$ cat src/core/fnsc_pkg.sv
// Shared constants, register map and types of the synthesizer control block
package fnsc_pkg;
  // Calibration timing, counted in phase detector clock ticks
  localparam int CAL_PD_CYCLES = 1500;
  localparam int BAND_COUNT    = 128;
  localparam int STEP_TICKS    = CAL_PD_CYCLES / BAND_COUNT;
  localparam logic [6:0] BAND_MIN = 7'h00;
  localparam logic [6:0] BAND_MAX = 7'h7F;
  localparam int FRAC_W        = 24;

  // Register byte addresses
  localparam logic [11:0] ADDR_CTRL   = 12'h000;
  localparam logic [11:0] ADDR_BAND   = 12'h004;
  localparam logic [11:0] ADDR_B1_INT = 12'h008;
  localparam logic [11:0] ADDR_B1_FHI = 12'h00C;
  localparam logic [11:0] ADDR_B1_FLO = 12'h010;
  localparam logic [11:0] ADDR_B2_INT = 12'h014;
  localparam logic [11:0] ADDR_B2_FHI = 12'h018;
  localparam logic [11:0] ADDR_B2_FLO = 12'h01C;
  localparam logic [11:0] ADDR_REFDIV = 12'h020;
  localparam logic [11:0] ADDR_PUMP   = 12'h024;
  localparam logic [11:0] ADDR_FILT   = 12'h028;
  localparam logic [11:0] ADDR_STATUS = 12'h02C;

  // Field positions
  localparam int CTRL_VCO_LSB  = 0;
  localparam int CTRL_LODIV    = 2;
  localparam int CTRL_CALEN    = 3;
  localparam int CTRL_CTV_LSB  = 4;
  localparam int CTRL_VCOI_LSB = 9;
  localparam int REF_BYP       = 0;
  localparam int REF_VAL_LSB   = 13;
  localparam int PUMP_LOW      = 5;
  localparam int PUMP_AUTO     = 6;
  localparam int PUMP_LF_LSB   = 8;
  localparam int FILT_ACT      = 0;
  localparam int FILT_POL      = 1;
  localparam int FILT_LOI_LSB  = 2;
  localparam int STAT_FAIL     = 7;
  localparam int STAT_BUSY     = 8;
  localparam int STAT_DONE     = 9;
  localparam int STAT_LOOP     = 10;
  localparam int STAT_BANK     = 11;

  // Reset values
  localparam logic [1:0]  RST_VCO   = 2'h0;
  localparam logic        RST_CALEN = 1'b1;
  localparam logic [4:0]  RST_CTV   = 5'h10;
  localparam logic [3:0]  RST_VCOI  = 4'h0;
  localparam logic [6:0]  RST_BAND  = 7'h40;
  localparam logic [9:0]  RST_INT   = 10'h040;
  localparam logic [2:0]  RST_REFV  = 3'h2;
  localparam logic [4:0]  RST_PUMP  = 5'h1F;
  localparam logic [1:0]  RST_LF    = 2'h1;
  localparam logic [3:0]  RST_LOI   = 4'h0;
  localparam logic [2:0]  REF_MIN   = 3'h2;

  // Pump current at full code
  localparam int PUMP_FULL_UA = 120;
  localparam int PUMP_LOW_UA  = 30;
  localparam int PUMP_CODE_MAX = 31;

  typedef enum logic [1:0] {
    CAL_IDLE   = 2'b00,
    CAL_SEARCH = 2'b01,
    CAL_LOCK   = 2'b11
  } fnsc_cal_t;
endpackage

$ cat src/core/fnsc_frac_seq.sv
// Fractional sequence generator selecting the prescaler modulus per cycle
`timescale 1ns/1ns
module fnsc_frac_seq #(
  parameter int W = 24
) (
  // Clock and reset
  input  wire logic         clk_i,
  input  wire logic         rst_n_i,
  // Feedback cycle and fraction
  input  wire logic         step_i,
  input  wire logic [W-1:0] frac_i,
  // Divide by N+1 for the next cycle
  output logic              carry_o
);
  logic [W-1:0] acc_q;
  logic [W:0]   sum;

  assign sum = {1'b0, acc_q} + {1'b0, frac_i};

  // Accumulator overflow averages the ratio to N + frac / 2^W
  always_ff @(posedge clk_i or negedge rst_n_i) begin
    if (!rst_n_i) begin
      acc_q   <= '0;
      carry_o <= 1'b0;
    end else if (step_i) begin
      acc_q   <= sum[W-1:0];
      carry_o <= sum[W];
    end
  end

  property p_carry_wrap;
    @(posedge clk_i) disable iff (!rst_n_i)
      step_i |=> (carry_o == ($past(acc_q) > acc_q || (frac_i == '0 && 1'b0)));
  endproperty
  a_carry_wrap: assert property (p_carry_wrap) else $error("carry not tied to wrap");
endmodule

$ cat src/core/fnsc_synth_ctrl.sv
// Control logic of the fractional-N synthesizer with APB register access
`timescale 1ns/1ns
// What this block does
// - Select one of three oscillators and divide its output by 2 or 4
// - Each oscillator has 128 bands; band chosen automatically or taken from the band register
// - Start band selection on each enable pin rise, then close the loop
// - Search adds capacitance steps one by one until frequency is near target
// - Report chosen band; 0 or 127 means failure, 1 to 126 success
// - Band selection takes about 1500 phase detector clock cycles
// - Bypass low uses reference divider; bypass high divides by one
// - Three-bit value at bits 15 to 13 sets ratio 2 to 7
// - Two frequency banks; mode pin high selects the second bank
// - Loop drives oscillator to feedback ratio times reference over ratio
// - Ten-bit integer part plus fraction times 2^24 split high 16, low 8
// - Dual-modulus prescaler with fractional sequence gives fine steps
// - Code 31 gives 120 uA; low current bit cuts it to 30 uA
// - Automatic bandwidth correction sets pump code from gain; off after reset
// - Filter enable drives amplifier on; low disables it, pin high impedance
module fnsc_synth_ctrl #(
  parameter int STEP_TICKS = fnsc_pkg::STEP_TICKS
) (
  // Clock and reset
  input  wire logic        clk_i,
  input  wire logic        rst_n_i,
  // APB slave
  input  wire logic        psel_i,
  input  wire logic        penable_i,
  input  wire logic        pwrite_i,
  input  wire logic [11:0] paddr_i,
  input  wire logic [31:0] pwdata_i,
  output logic      [31:0] prdata_o,
  output logic             pready_o,
  output logic             pslverr_o,
  // Pins and analog status
  input  wire logic        chip_enable_pin_i,
  input  wire logic        mode_pin_i,
  input  wire logic        vco_above_i,
  // Loop timing and measurement, same clock
  input  wire logic        pd_tick_i,
  input  wire logic        fb_tick_i,
  input  wire logic [4:0]  vco_gain_code_i,
  // Oscillator controls
  output logic      [1:0]  vco_select_o,
  output logic             lo_div4_o,
  output logic      [6:0]  vco_band_o,
  output logic      [4:0]  coarse_tune_voltage_o,
  output logic      [3:0]  vco_core_current_o,
  output logic      [3:0]  lo_buffer_current_o,
  output logic             loop_closed_o,
  // Dividers
  output logic      [2:0]  ref_div_ratio_o,
  output logic      [10:0] fb_div_ratio_o,
  // Charge pump and filter
  output logic      [4:0]  pump_code_o,
  output logic      [7:0]  pump_ua_o,
  output logic      [1:0]  loop_factor_select_o,
  output logic             filter_amp_en_o,
  output logic             filter_pin_hiz_o,
  output logic             detector_polarity_o
);
  // Registers
  logic [1:0]  vco_sel_q;
  logic        lo_div_q;
  logic        cal_en_q;
  logic [4:0]  ctv_q;
  logic [3:0]  vcoi_q;
  logic [6:0]  band_def_q;
  logic [9:0]  int1_q;
  logic [9:0]  int2_q;
  logic [23:0] frac1_q;
  logic [23:0] frac2_q;
  logic        ref_byp_q;
  logic [2:0]  ref_val_q;
  logic [4:0]  pump_q;
  logic        pump_low_q;
  logic        auto_bw_q;
  logic [1:0]  lf_q;
  logic        filt_act_q;
  logic        pol_q;
  logic [3:0]  loi_q;
  logic        done_q;
  // Calibration state
  localparam fnsc_pkg::fnsc_cal_t CAL_IDLE   = fnsc_pkg::CAL_IDLE;
  localparam fnsc_pkg::fnsc_cal_t CAL_SEARCH = fnsc_pkg::CAL_SEARCH;
  localparam fnsc_pkg::fnsc_cal_t CAL_LOCK   = fnsc_pkg::CAL_LOCK;
  fnsc_pkg::fnsc_cal_t state_q;
  logic [6:0]  result_q;
  logic [6:0]  band_q;
  logic [7:0]  tick_q;
  logic        cal_done_ev;
  // Pin synchronisers
  logic [2:0]  en_sync_q;
  logic [2:0]  mode_sync_q;
  logic [2:0]  above_sync_q;
  logic        en_q;
  logic        en_prev_q;
  logic        mode_q;
  logic        above_q;
  logic        en_rise;
  // Bus
  logic        wr_en;
  logic        rd_sel;
  logic [31:0] rd_data;
  logic        rd_err;
  logic [9:0]  int_act;
  logic [23:0] frac_act;
  logic        carry;

  function automatic logic [2:0] ref_ratio(input logic byp, input logic [2:0] val);
    if (byp) begin
      ref_ratio = 3'h1;
    end else if (val < fnsc_pkg::REF_MIN) begin
      ref_ratio = fnsc_pkg::REF_MIN;
    end else begin
      ref_ratio = val;
    end
  endfunction

  function automatic logic [7:0] pump_ua(input logic [4:0] code, input logic low);
    int full;
    full = low ? fnsc_pkg::PUMP_LOW_UA : fnsc_pkg::PUMP_FULL_UA;
    pump_ua = 8'((int'(code) * full) / fnsc_pkg::PUMP_CODE_MAX);
  endfunction

  // Pin changes count once the second and third stages agree
  always_ff @(posedge clk_i or negedge rst_n_i) begin
    if (!rst_n_i) begin
      en_sync_q    <= 3'h0;
      mode_sync_q  <= 3'h0;
      above_sync_q <= 3'h0;
      en_q         <= 1'b0;
      en_prev_q    <= 1'b0;
      mode_q       <= 1'b0;
      above_q      <= 1'b0;
    end else begin
      en_sync_q    <= {en_sync_q[1:0], chip_enable_pin_i};
      mode_sync_q  <= {mode_sync_q[1:0], mode_pin_i};
      above_sync_q <= {above_sync_q[1:0], vco_above_i};
      en_prev_q    <= en_q;
      if (en_sync_q[1] == en_sync_q[2]) begin
        en_q <= en_sync_q[2];
      end
      if (mode_sync_q[1] == mode_sync_q[2]) begin
        mode_q <= mode_sync_q[2];
      end
      if (above_sync_q[1] == above_sync_q[2]) begin
        above_q <= above_sync_q[2];
      end
    end
  end

  assign en_rise = en_q && !en_prev_q;

  // APB: one wait state, write lands on the edge that samples pready
  assign wr_en  = psel_i && penable_i && pready_o && pwrite_i;
  assign rd_sel = psel_i && penable_i && !pready_o;

  always_comb begin
    rd_data = 32'h0;
    rd_err  = 1'b0;
    if (paddr_i == fnsc_pkg::ADDR_CTRL) begin
      rd_data[12:0] = {vcoi_q, ctv_q, cal_en_q, lo_div_q, vco_sel_q};
    end else if (paddr_i == fnsc_pkg::ADDR_BAND) begin
      rd_data[6:0] = band_def_q;
    end else if (paddr_i == fnsc_pkg::ADDR_B1_INT) begin
      rd_data[9:0] = int1_q;
    end else if (paddr_i == fnsc_pkg::ADDR_B1_FHI) begin
      rd_data[15:0] = frac1_q[23:8];
    end else if (paddr_i == fnsc_pkg::ADDR_B1_FLO) begin
      rd_data[7:0] = frac1_q[7:0];
    end else if (paddr_i == fnsc_pkg::ADDR_B2_INT) begin
      rd_data[9:0] = int2_q;
    end else if (paddr_i == fnsc_pkg::ADDR_B2_FHI) begin
      rd_data[15:0] = frac2_q[23:8];
    end else if (paddr_i == fnsc_pkg::ADDR_B2_FLO) begin
      rd_data[7:0] = frac2_q[7:0];
    end else if (paddr_i == fnsc_pkg::ADDR_REFDIV) begin
      rd_data[15:13] = ref_val_q;
      rd_data[0]     = ref_byp_q;
    end else if (paddr_i == fnsc_pkg::ADDR_PUMP) begin
      rd_data[9:0] = {lf_q, 1'b0, auto_bw_q, pump_low_q, pump_q};
    end else if (paddr_i == fnsc_pkg::ADDR_FILT) begin
      rd_data[5:0] = {loi_q, pol_q, filt_act_q};
    end else if (paddr_i == fnsc_pkg::ADDR_STATUS) begin
      rd_data[11:0] = {mode_q, loop_closed_o, done_q, state_q == CAL_SEARCH,
                       (result_q == fnsc_pkg::BAND_MIN) || (result_q == fnsc_pkg::BAND_MAX),
                       result_q};
    end else begin
      rd_err = 1'b1;
    end
  end

  always_ff @(posedge clk_i or negedge rst_n_i) begin
    if (!rst_n_i) begin
      pready_o  <= 1'b0;
      prdata_o  <= 32'h0;
      pslverr_o <= 1'b0;
    end else begin
      pready_o <= rd_sel;
      if (rd_sel) begin
        prdata_o  <= pwrite_i ? 32'h0 : rd_data;
        pslverr_o <= rd_err;
      end else begin
        pslverr_o <= 1'b0;
      end
    end
  end

  // Configuration registers
  always_ff @(posedge clk_i or negedge rst_n_i) begin
    if (!rst_n_i) begin
      vco_sel_q  <= fnsc_pkg::RST_VCO;
      lo_div_q   <= 1'b0;
      cal_en_q   <= fnsc_pkg::RST_CALEN;
      ctv_q      <= fnsc_pkg::RST_CTV;
      vcoi_q     <= fnsc_pkg::RST_VCOI;
      band_def_q <= fnsc_pkg::RST_BAND;
      int1_q     <= fnsc_pkg::RST_INT;
      int2_q     <= fnsc_pkg::RST_INT;
      frac1_q    <= 24'h0;
      frac2_q    <= 24'h0;
      ref_byp_q  <= 1'b0;
      ref_val_q  <= fnsc_pkg::RST_REFV;
      pump_q     <= fnsc_pkg::RST_PUMP;
      pump_low_q <= 1'b0;
      auto_bw_q  <= 1'b0;
      lf_q       <= fnsc_pkg::RST_LF;
      filt_act_q <= 1'b0;
      pol_q      <= 1'b0;
      loi_q      <= fnsc_pkg::RST_LOI;
    end else if (wr_en) begin
      if (paddr_i == fnsc_pkg::ADDR_CTRL) begin
        vco_sel_q <= pwdata_i[fnsc_pkg::CTRL_VCO_LSB +: 2];
        lo_div_q  <= pwdata_i[fnsc_pkg::CTRL_LODIV];
        cal_en_q  <= pwdata_i[fnsc_pkg::CTRL_CALEN];
        ctv_q     <= pwdata_i[fnsc_pkg::CTRL_CTV_LSB +: 5];
        vcoi_q    <= pwdata_i[fnsc_pkg::CTRL_VCOI_LSB +: 4];
      end else if (paddr_i == fnsc_pkg::ADDR_BAND) begin
        band_def_q <= pwdata_i[6:0];
      end else if (paddr_i == fnsc_pkg::ADDR_B1_INT) begin
        int1_q <= pwdata_i[9:0];
      end else if (paddr_i == fnsc_pkg::ADDR_B1_FHI) begin
        frac1_q[23:8] <= pwdata_i[15:0];
      end else if (paddr_i == fnsc_pkg::ADDR_B1_FLO) begin
        frac1_q[7:0] <= pwdata_i[7:0];
      end else if (paddr_i == fnsc_pkg::ADDR_B2_INT) begin
        int2_q <= pwdata_i[9:0];
      end else if (paddr_i == fnsc_pkg::ADDR_B2_FHI) begin
        frac2_q[23:8] <= pwdata_i[15:0];
      end else if (paddr_i == fnsc_pkg::ADDR_B2_FLO) begin
        frac2_q[7:0] <= pwdata_i[7:0];
      end else if (paddr_i == fnsc_pkg::ADDR_REFDIV) begin
        ref_byp_q <= pwdata_i[fnsc_pkg::REF_BYP];
        ref_val_q <= pwdata_i[fnsc_pkg::REF_VAL_LSB +: 3];
      end else if (paddr_i == fnsc_pkg::ADDR_PUMP) begin
        pump_q     <= pwdata_i[4:0];
        pump_low_q <= pwdata_i[fnsc_pkg::PUMP_LOW];
        auto_bw_q  <= pwdata_i[fnsc_pkg::PUMP_AUTO];
        lf_q       <= pwdata_i[fnsc_pkg::PUMP_LF_LSB +: 2];
      end else if (paddr_i == fnsc_pkg::ADDR_FILT) begin
        filt_act_q <= pwdata_i[fnsc_pkg::FILT_ACT];
        pol_q      <= pwdata_i[fnsc_pkg::FILT_POL];
        loi_q      <= pwdata_i[fnsc_pkg::FILT_LOI_LSB +: 4];
      end
    end
  end

  // Done flag, write one to clear; a new result wins over the clear
  always_ff @(posedge clk_i or negedge rst_n_i) begin
    if (!rst_n_i) begin
      done_q <= 1'b0;
    end else if (cal_done_ev) begin
      done_q <= 1'b1;
    end else if (wr_en && paddr_i == fnsc_pkg::ADDR_STATUS && pwdata_i[fnsc_pkg::STAT_DONE]) begin
      done_q <= 1'b0;
    end
  end

  // Band search: start at no added capacitance, add one step per dwell
  assign cal_done_ev = (state_q == CAL_SEARCH) && pd_tick_i &&
                       (tick_q == 8'(STEP_TICKS - 1)) &&
                       (!above_q || band_q == fnsc_pkg::BAND_MAX);

  always_ff @(posedge clk_i or negedge rst_n_i) begin
    if (!rst_n_i) begin
      state_q  <= CAL_IDLE;
      band_q   <= fnsc_pkg::RST_BAND;
      result_q <= fnsc_pkg::BAND_MIN;
      tick_q   <= 8'h0;
    end else if (!en_q) begin
      state_q <= CAL_IDLE;
      tick_q  <= 8'h0;
    end else begin
      case (state_q)
        CAL_IDLE: begin
          if (en_rise && cal_en_q) begin
            state_q <= CAL_SEARCH;
            band_q  <= fnsc_pkg::BAND_MIN;
            tick_q  <= 8'h0;
          end else if (en_rise) begin
            state_q <= CAL_LOCK;
            band_q  <= band_def_q;
          end
        end
        CAL_SEARCH: begin
          if (pd_tick_i) begin
            if (tick_q != 8'(STEP_TICKS - 1)) begin
              tick_q <= tick_q + 8'h1;
            end else begin
              tick_q <= 8'h0;
              if (cal_done_ev) begin
                result_q <= band_q;
                state_q  <= CAL_LOCK;
              end else begin
                band_q <= band_q + 7'h1;
              end
            end
          end
        end
        CAL_LOCK: begin
          state_q <= CAL_LOCK;
        end
        default: begin
          state_q <= CAL_IDLE;
        end
      endcase
    end
  end

  // Bank choice by mode pin
  assign int_act  = mode_q ? int2_q : int1_q;
  assign frac_act = mode_q ? frac2_q : frac1_q;

  fnsc_frac_seq #(
    .W (fnsc_pkg::FRAC_W)
  ) u_frac_seq (
    .clk_i   (clk_i),
    .rst_n_i (rst_n_i),
    .step_i  (fb_tick_i),
    .frac_i  (frac_act),
    .carry_o (carry)
  );

  // Output registers
  always_ff @(posedge clk_i or negedge rst_n_i) begin
    if (!rst_n_i) begin
      vco_select_o          <= fnsc_pkg::RST_VCO;
      lo_div4_o             <= 1'b0;
      vco_band_o            <= fnsc_pkg::RST_BAND;
      coarse_tune_voltage_o <= fnsc_pkg::RST_CTV;
      vco_core_current_o    <= fnsc_pkg::RST_VCOI;
      lo_buffer_current_o   <= fnsc_pkg::RST_LOI;
      loop_closed_o         <= 1'b0;
      ref_div_ratio_o       <= fnsc_pkg::RST_REFV;
      fb_div_ratio_o        <= {1'b0, fnsc_pkg::RST_INT};
      pump_code_o           <= fnsc_pkg::RST_PUMP;
      pump_ua_o             <= 8'(fnsc_pkg::PUMP_FULL_UA);
      loop_factor_select_o  <= fnsc_pkg::RST_LF;
      filter_amp_en_o       <= 1'b0;
      filter_pin_hiz_o      <= 1'b1;
      detector_polarity_o   <= 1'b0;
    end else begin
      vco_select_o          <= vco_sel_q;
      lo_div4_o             <= lo_div_q;
      vco_band_o            <= band_q;
      coarse_tune_voltage_o <= ctv_q;
      vco_core_current_o    <= vcoi_q;
      lo_buffer_current_o   <= loi_q;
      loop_closed_o         <= en_q && (state_q == CAL_LOCK);
      ref_div_ratio_o       <= ref_ratio(ref_byp_q, ref_val_q);
      fb_div_ratio_o        <= {1'b0, int_act} + {10'h0, carry};
      pump_code_o           <= auto_bw_q ? vco_gain_code_i : pump_q;
      pump_ua_o             <= pump_ua(auto_bw_q ? vco_gain_code_i : pump_q,
                                       pump_low_q);
      loop_factor_select_o  <= lf_q;
      filter_amp_en_o       <= filt_act_q;
      filter_pin_hiz_o      <= !filt_act_q;
      detector_polarity_o   <= pol_q;
    end
  end

  property p_start_search;
    @(posedge clk_i) disable iff (!rst_n_i)
      (state_q == CAL_IDLE && en_rise && cal_en_q) |=> (state_q == CAL_SEARCH && band_q == 7'h00);
  endproperty
  a_start_search: assert property (p_start_search) else $error("no search on enable rise");

  property p_default_band;
    @(posedge clk_i) disable iff (!rst_n_i)
      (state_q == CAL_IDLE && en_rise && !cal_en_q) |=> (state_q == CAL_LOCK && band_q == $past(band_def_q));
  endproperty
  a_default_band: assert property (p_default_band) else $error("default band not applied");

  property p_step_one;
    @(posedge clk_i) disable iff (!rst_n_i)
      (state_q == CAL_SEARCH && $past(state_q) == CAL_SEARCH && en_q) |->
        (band_q == $past(band_q) || band_q == $past(band_q) + 7'h1);
  endproperty
  a_step_one: assert property (p_step_one) else $error("band moved by more than one");

  property p_result;
    @(posedge clk_i) disable iff (!rst_n_i)
      cal_done_ev && en_q |=> (result_q == $past(band_q) && state_q == CAL_LOCK);
  endproperty
  a_result: assert property (p_result) else $error("result not stored");

  property p_dwell;
    @(posedge clk_i) disable iff (!rst_n_i)
      (state_q == CAL_SEARCH && tick_q != 8'(STEP_TICKS - 1) && !pd_tick_i && en_q) |=> $stable(band_q);
  endproperty
  a_dwell: assert property (p_dwell) else $error("band stepped without a full dwell");

  property p_ref_ratio;
    @(posedge clk_i) disable iff (!rst_n_i)
      ##1 (ref_div_ratio_o == ($past(ref_byp_q) ? 3'h1 :
           ($past(ref_val_q) < 3'h2 ? 3'h2 : $past(ref_val_q))));
  endproperty
  a_ref_ratio: assert property (p_ref_ratio) else $error("reference ratio wrong");

  property p_bank;
    @(posedge clk_i) disable iff (!rst_n_i)
      ##1 (fb_div_ratio_o == {1'b0, ($past(mode_q) ? $past(int2_q) : $past(int1_q))} +
           {10'h0, $past(carry)});
  endproperty
  a_bank: assert property (p_bank) else $error("feedback ratio from wrong bank");

  property p_pump_full;
    @(posedge clk_i) disable iff (!rst_n_i)
      (pump_code_o == 5'h1F && !pump_low_q && !auto_bw_q && $stable(pump_low_q)) |->
        pump_ua_o == 8'h78 || $changed(pump_code_o);
  endproperty
  a_pump_full: assert property (p_pump_full) else $error("full pump current not 120 uA");

  property p_filter;
    @(posedge clk_i) disable iff (!rst_n_i)
      $rose(filt_act_q) |=> (filter_amp_en_o && !filter_pin_hiz_o);
  endproperty
  a_filter: assert property (p_filter) else $error("filter amplifier not enabled");

  property p_loop_closed;
    @(posedge clk_i) disable iff (!rst_n_i)
      loop_closed_o |-> $past(state_q) == CAL_LOCK;
  endproperty
  a_loop_closed: assert property (p_loop_closed) else $error("loop closed before lock");

  c_cal_ok: cover property (@(posedge clk_i) disable iff (!rst_n_i)
    cal_done_ev && band_q != 7'h00 && band_q != 7'h7F);
  c_cal_fail: cover property (@(posedge clk_i) disable iff (!rst_n_i)
    cal_done_ev && band_q == 7'h7F);
  c_bypass: cover property (@(posedge clk_i) disable iff (!rst_n_i)
    ref_byp_q && loop_closed_o);
  c_bank2: cover property (@(posedge clk_i) disable iff (!rst_n_i)
    mode_q && carry);
endmodule

$ cat config.mk
export PLATFORM = sky130hd
export DESIGN_NAME = fnsc_synth_ctrl
export DESIGN_NICKNAME = d
export VERILOG_FILES = /design/src/core/fnsc_pkg.sv /design/src/core/fnsc_frac_seq.sv /design/src/core/fnsc_synth_ctrl.sv
export SDC_FILE = /design/constraint.sdc
export NUM_CORES = 1
export LEC_CHECK = 0
export BUFFER_PORTS_ARGS = -buffer_cell sky130_fd_sc_hd__buf_2
export CORE_ASPECT_RATIO = 1.5
export CORE_MARGIN = 1
export CORE_UTILIZATION = 59
export CTS_CLUSTER_SIZE = 10
export DETAILED_ROUTE_END_ITERATION = 8
export PLACE_DENSITY = 0.86
export SKIP_LAST_GASP = 1
export SLEW_MARGIN = 10
export SYNTH_ARGS = -nofsm -noshare
export SYNTH_HDL_FRONTEND = slang
export SYNTH_SLANG_ARGS = --single-unit
export TNS_END_PERCENT = 1
$ cat constraint.sdc
create_clock -name clk_i -period 15.1 [get_ports clk_i]
set_clock_uncertainty 0.1 [all_clocks]
set_input_delay 1.51 -clock clk_i [delete_from_list [all_inputs] [get_ports clk_i]]
set_output_delay 1.51 -clock clk_i [all_outputs]
set_load 0.005 [all_outputs]
======== After elaboration in Yosys (flattened, before gate mapping) ========
Index checks and enable logic that the tools add are counted.
storage, ports and cells
  register bits ........................... 260
  latch bits .............................. 0
  bits in writable memories ............... 0
  ROM bits ................................ 0
  bits of input ports ..................... 59
  word-level logic and storage cells ...... 235
  memories kept ........................... 0
operators by class
  $add $sub $neg .......................... 4
  multipliers ............................. 1
  div/mod/pow operators ................... 1
  $lt $le $gt $ge ......................... 1
  eq/ne operators ......................... 30
  shift operators ......................... 0
  muxes and demuxes ....................... 96
  bitwise gates (word level) .............. 11
  reduce and logical (&&, ||, !) cells .... 38
operator list
  kind                                                   count
  2-to-1 mux 12 bit                                      19
  2-to-1 mux 10 bit                                      9
  2-to-1 mux 6 bit                                       13
  2-to-1 mux 8 bit                                       7
  2-to-1 mux 7 bit                                       7
  equality test 12 x 5 -> 1 bit (second input constant)  4
  equality test 12 x 6 -> 1 bit (second input constant)  4
  divider 32 x 6 -> 32 bit (second input constant)       1
  2-to-1 mux 16 bit                                      2
  adder 24 x 24 -> 25 bit                                1
  equality test 12 x 4 -> 1 bit (second input constant)  2
  2-to-1 mux 24 bit                                      1
  2-to-1 mux 3 bit                                       6
  2-to-1 mux 1 bit                                       17
  case mux 8 bit (2 select lines)                        1
  inequality test 3 bit (second input constant)          5
  equality test 7 bit (second input constant)            2
  2-to-1 mux 2 bit                                       7
  case mux 7 bit (2 select lines)                        1
  2-to-1 mux 13 bit                                      1
  equality test 12 x 3 -> 1 bit (second input constant)  1
  logical AND 1 bit                                      12
  logical NOT 12 bit                                     1
  multiplier 5 x 7 -> 12 bit                             1
  other kinds (34)                                       57

======== Longest topological paths before layout ========
  depth after elaboration ................. 46
  gate-level depth with buffers ........... 37
  depth with buffers taken out ............ 33

======== By module ========
Synthesis repeated with hierarchy kept, for this count alone.
unflattened totals
  cells, all modules ...................... 1328
  area, all modules ....................... 14371.3 µm²
by module, submodules not included
  module           instances  cells each  area each (µm²)
  fnsc_synth_ctrl  1          1099        12243.0
  fnsc_frac_seq    1          229         2128.3

======== Least setup slack after synthesis ========
Ideal clock, no wire load.
  path kind ............................... input-to-reg
  start ................................... input port vco_gain_code_i[4]
  end ..................................... register pump_ua_o[0]
  library setup time ...................... 124 ps
  arrival time ............................ 9155 ps
  slack ................................... 5721 ps
  stages on the path ...................... 33
  path through ............................ mux2_2 and2_1 inv_1 fa_1 fa_1 fa_1 inv_1 ha_1 or2_1 a41o_1 a221o_1 o2111ai_2 nor2_1 ha_1 nor2_1 and4_1 a21oi_1 nand2_1 o211ai_1 nand3_1 and3_1 buf_6 inv_6 a22oi_2 or3_1 o22a_1 buf_2 and4_4 a211o_1 a21oi_1 xor2_1 nor2_1 a211o_1
between the ends
  word-level cells in the longest chain between the ends .. 3
RTL lines
  element                     RTL line                text
  start: declaration          fnsc_synth_ctrl.sv:41   input wire logic [4:0] vco_gain_code_i,
  2-to-1 mux 5 bit            fnsc_synth_ctrl.sv:373  pump_ua_o <= pump_ua(auto_bw_q ? vco_gain_code_i : pump_q,
  multiplier 5 x 7 -> 12 bit  fnsc_synth_ctrl.sv:122  pump_ua = 8'((int'(code) * full) / fnsc_pkg::PUMP_CODE_MAX);
  divider 32 x 6 -> 32 bit    fnsc_synth_ctrl.sv:122
  end signal: assignment      fnsc_synth_ctrl.sv:357  pump_ua_o <= 8'(fnsc_pkg::PUMP_FULL_UA);
  end signal: assignment      fnsc_synth_ctrl.sv:373
  end: declaration            fnsc_synth_ctrl.sv:55   output logic [7:0] pump_ua_o,
No other way between the ends.
A chain may end at the register's enable or synchronous reset.

======== Worst setup path after layout ========
  start ................................... input port vco_gain_code_i[4]
  end ..................................... register pump_ua_o[1]
Same word-level chain as after synthesis.

==> summary.txt <==
Synthesis
  • EDFF count, synth: 0
  • Main flop type after synthesis: dfrtp_1
  • Mapped Avg Cell Area: 10.8 µm²
  • Synth Instances: 1,292
  • Synthesized area: 0.0139 mm²
  • Synth Register Bits: roughly 240
  • Yosys warnings: 0
  • Yosys cell types: 101
  • Post-synth ARST share: 100%
  • Seq/Total Area, Yosys: 44.1%

Clock network
  • Clock Tree Buf Depth: 3
  • CTS tree: done
  • Clk_lat worst skew: 0.55 ns
  • Root Buffer: clkbuf_16
  • H-tree depth: 1
  • Post_cts resized: 0
  • Cts bufs inserted: 28
  • CTS Hold Bufs: 0
  • Clock-pin slew on the worst setup and hold paths: roughly 0.05 ns
  • Sink Count: 244
  • # Post-CTS Setup Buffers: 0

Timing
  • Final setup viols: 0
  • Setup total negative slack: 0 ns
  • FMAX: about 96 MHz
  • Worst-Margin Slew: 1.31 ns
  • RSZ-0062 raised after global routing: no
  • Slew HR: 12.0%
  • Final Hold Fails: 0
  • Final period utilization: 68.9%
  • Min Tclk post-route: between 10 and 15 ns
  • Pins over their slew limit: 0

Place
  • Placer Congestion: 0.975
  • Port bufs: between 100 and 150
  • Hpwl dp: 28,100 µm

Critical path
  • CP max stage delay: around 0.56 ns
  • Setup slack, reg-to-reg: 5.06 ns
  • RR Endpoint: pump_ua_o[1]
  • Crit path launch: vco_gain_code_i[4]
  • Setup crit start kind: input port
  • Reg2reg path depth: 30
  • Reg-to-Reg Start: auto_bw_q
  • Critical path's slowest cell: mux2i_1
  • Worst Path Max Fanout: 10
  • Crit Path Category: input port to flip-flop
  • CP Data Arrival Time: 10.72 ns
  • Worst Setup End Kind: flip-flop
  • CP Data Required Time: 15.42 ns

Min path
  • Hold EP: mode_sync_q[1]
  • Hold_sp: mode_sync_q[0]
  • Hold Crit Class: flip-flop to flip-flop
  • Hold Crit Depth: 0

Detailed routing
  • DRC viols: 0
  • Pre-antenna DRT Iters: 5
  • Detailed-route wire length: 38,200 µm
  • Post-route ant nets: 0
  • Vias per inst: 6.43
  • Initial DRC count: around 860
  • Via Count: 11,100
  • Routed len/inst: 22.1 µm

Global route
  • Global Route Usage Sum: 32.2%
  • Vias in the first global route: 11,100
  • Grt ovf: 0
  • Global-route wire length before repair: around 60,000 µm
  • Pin count of the biggest net entering global routing: roughly 100
  • Initial antenna violation count: 3

Status
  • Outcome: completed

Die
  • Core box area: 0.0231 mm²
  • Ports: between 100 and 150
  • Die Height: 190 µm
  • Die Area: 0.0242 mm²
  • Die X: 127 µm
  • Initial Utilization: about three fifths
  • Row cnt: 68

Pwr
  • Part of the power in combinational logic: under 10%
  • Lkg Pwr: approximately 7.7 nW
  • Internal: roughly 1.1 mW
  • Psw: ~340 µW
  • Worst vdd rail ir drop: 0.0715 mV
  • Clock power share: 45.1%
  • Sw Share: 23.8%
  • Power Density: 90.8 mW/mm²
  • Reg power frac: 48.8%

Cells and area
  • Utilization after layout: 67.3%
  • Commonest non-fill, non-tap cell in the layout: dfrtp_1
  • Area Growth Syn to Fin: 11.4%
  • Register area: 0.00614 mm²
  • Fillcell total: approximately 1,700
  • Most frequent cells in the layout: dfrtp_1 (216), mux2_2 (157), buf_2 (115), nand2_1 (75), nor2_1 (73)
  • Area of the multi-input gates: approximately 0.0073 mm²
  • Ratio of cells with drive above 1 in the final layout: 26.4%
  • Layout net count: 1,516

Job
  • Max_cap viols: 0
## kinds of logic after synthesis
| family | count (synthesis) | synth area share (%) |
|---|---|---|
| and+or+nand+nor | 324 | 11.9 |
| AOI/OAI and AO/OA | 304 | 15.8 |
| DFF | 244 | 44.1 |
| muxes | 184 | 14.7 |
| buffers and inverters | 125 | 4.10 |
| adders and majority gates | 70 | 6.88 |
| xor gates and xnor gates | 40 | 2.57 |
| other | 1 | 0.0269 |
## stage by stage
step | hold slack (ns) | setup WS [ns] | area [µm²] | total power [mW] | instances
floorplan | 0.231 | 5.72 | 14000 | 0.743 | 1307
global placement | 0.232 | 4.33 | 14700 | 0.778 | 1675
CTS | 0.247 | 4.81 | 15500 | 1.41 | 1727
global route | 0.253 | 4.18 | 15500 | 1.45 | 1728
detailed placement | 0.235 | 4.27 | 14700 | 0.783 | 1675
finish | 0.246 | 4.70 | 15500 | 1.41 | 1728
## state kept, by name, summed over array words and instances, names as in the netlist, 5 cells and up
register               count
int1_q                    10
ctv_q                      5
result_q                   7
coarse_tune_voltage_o      5
band_q                     7
pump_ua_o                  8
band_def_q                 7
u_frac_seq.acc_q          24
pump_q                     5
frac2_q                   24
prdata_o                  16
pump_code_o                5
fb_div_ratio_o            11
frac1_q                   24
int2_q                    10
tick_q                     8
vco_band_o                 7
## routing by layer
layer	wire length, µm	up-vias	global-route usage, %
met2	20500	457	59.7
met3	2140	148	4.22
met5	10	-	0
met4	2520	2	20.6
li1	-	4955	-
met1	13000	5547	34.0
## critical path, delay by kind of cell
family	cells	cell delay, ns
AO/OA/AOI/OAI	10	3.41
XOR/XNOR	1	0.22
adder cells (fa/ha/maj)	5	2.17
buffers and inverters	3	0.22
multiplexers	2	0.89
AND/OR/NAND/NOR	10	2.24
## power by group through the flow
stage	Clock [mW]	Sequential, mW	Combinational, mW
2_1_floorplan	0	0.693	0.0498
3_3_place_gp	0	0.697	0.0813
3_5_place_dp	0	0.698	0.0848
4_1_cts	0.637	0.687	0.0857
5_1_grt	0.665	0.689	0.0948
6_report	0.636	0.688	0.0861
## worst max path at each step
stage                        end  slack, ns  cells after the start
floorplan           pump_ua_o[0]       5.72                     33
global placement    pump_ua_o[1]       4.33                     31
detailed placement  pump_ua_o[1]       4.27                     31
CTS                 pump_ua_o[1]       4.81                     31
global route        pump_ua_o[0]       4.18                     31
finish              pump_ua_o[1]       4.70                     31
## area by class of cell
class                      instances  area share (%)
tap                              315            2.54
clock buffer                      51            5.21
clock inverter                     1           0.193
timing repair buffer             123            4.14
antenna                            1          0.0161
inverter                          55            1.36
multi-input combinational        938            47.0
sequential                       244            39.6
## cells in the mapped netlist (9+ instances only)
library cell	instances	share of area, %
inv_1	52	1.4
o21a_1	11	0.59
buf_1	9	0.24
nand4_1	9	0.40
clkbuf_1	35	0.94
xor2_1	14	0.88
o31ai_1	13	0.70
nor2b_1	12	0.54
a211oi_1	9	0.48
dfrtp_1	216	39
a22o_1	10	0.63
a222oi_1	12	0.86
mux2_2	157	13
nor2_1	73	2.0
nand2b_1	12	0.54
buf_4	18	0.97
ha_1	55	4.9
fa_1	12	1.7
a22oi_1	18	0.97
a21boi_0	9	0.48
nor3_1	26	0.93
dfstp_2	28	5.3
xnor2_1	25	1.6
nand3_1	37	1.3
o21ai_0	55	2.0
nand2_1	75	2.0
and3_1	19	0.85
o211ai_1	10	0.54
a21o_1	11	0.59
mux2i_1	26	1.9
a21oi_1	46	1.7
o22ai_1	17	0.76
No activity file was read; power rests on OpenSTA's default activity.
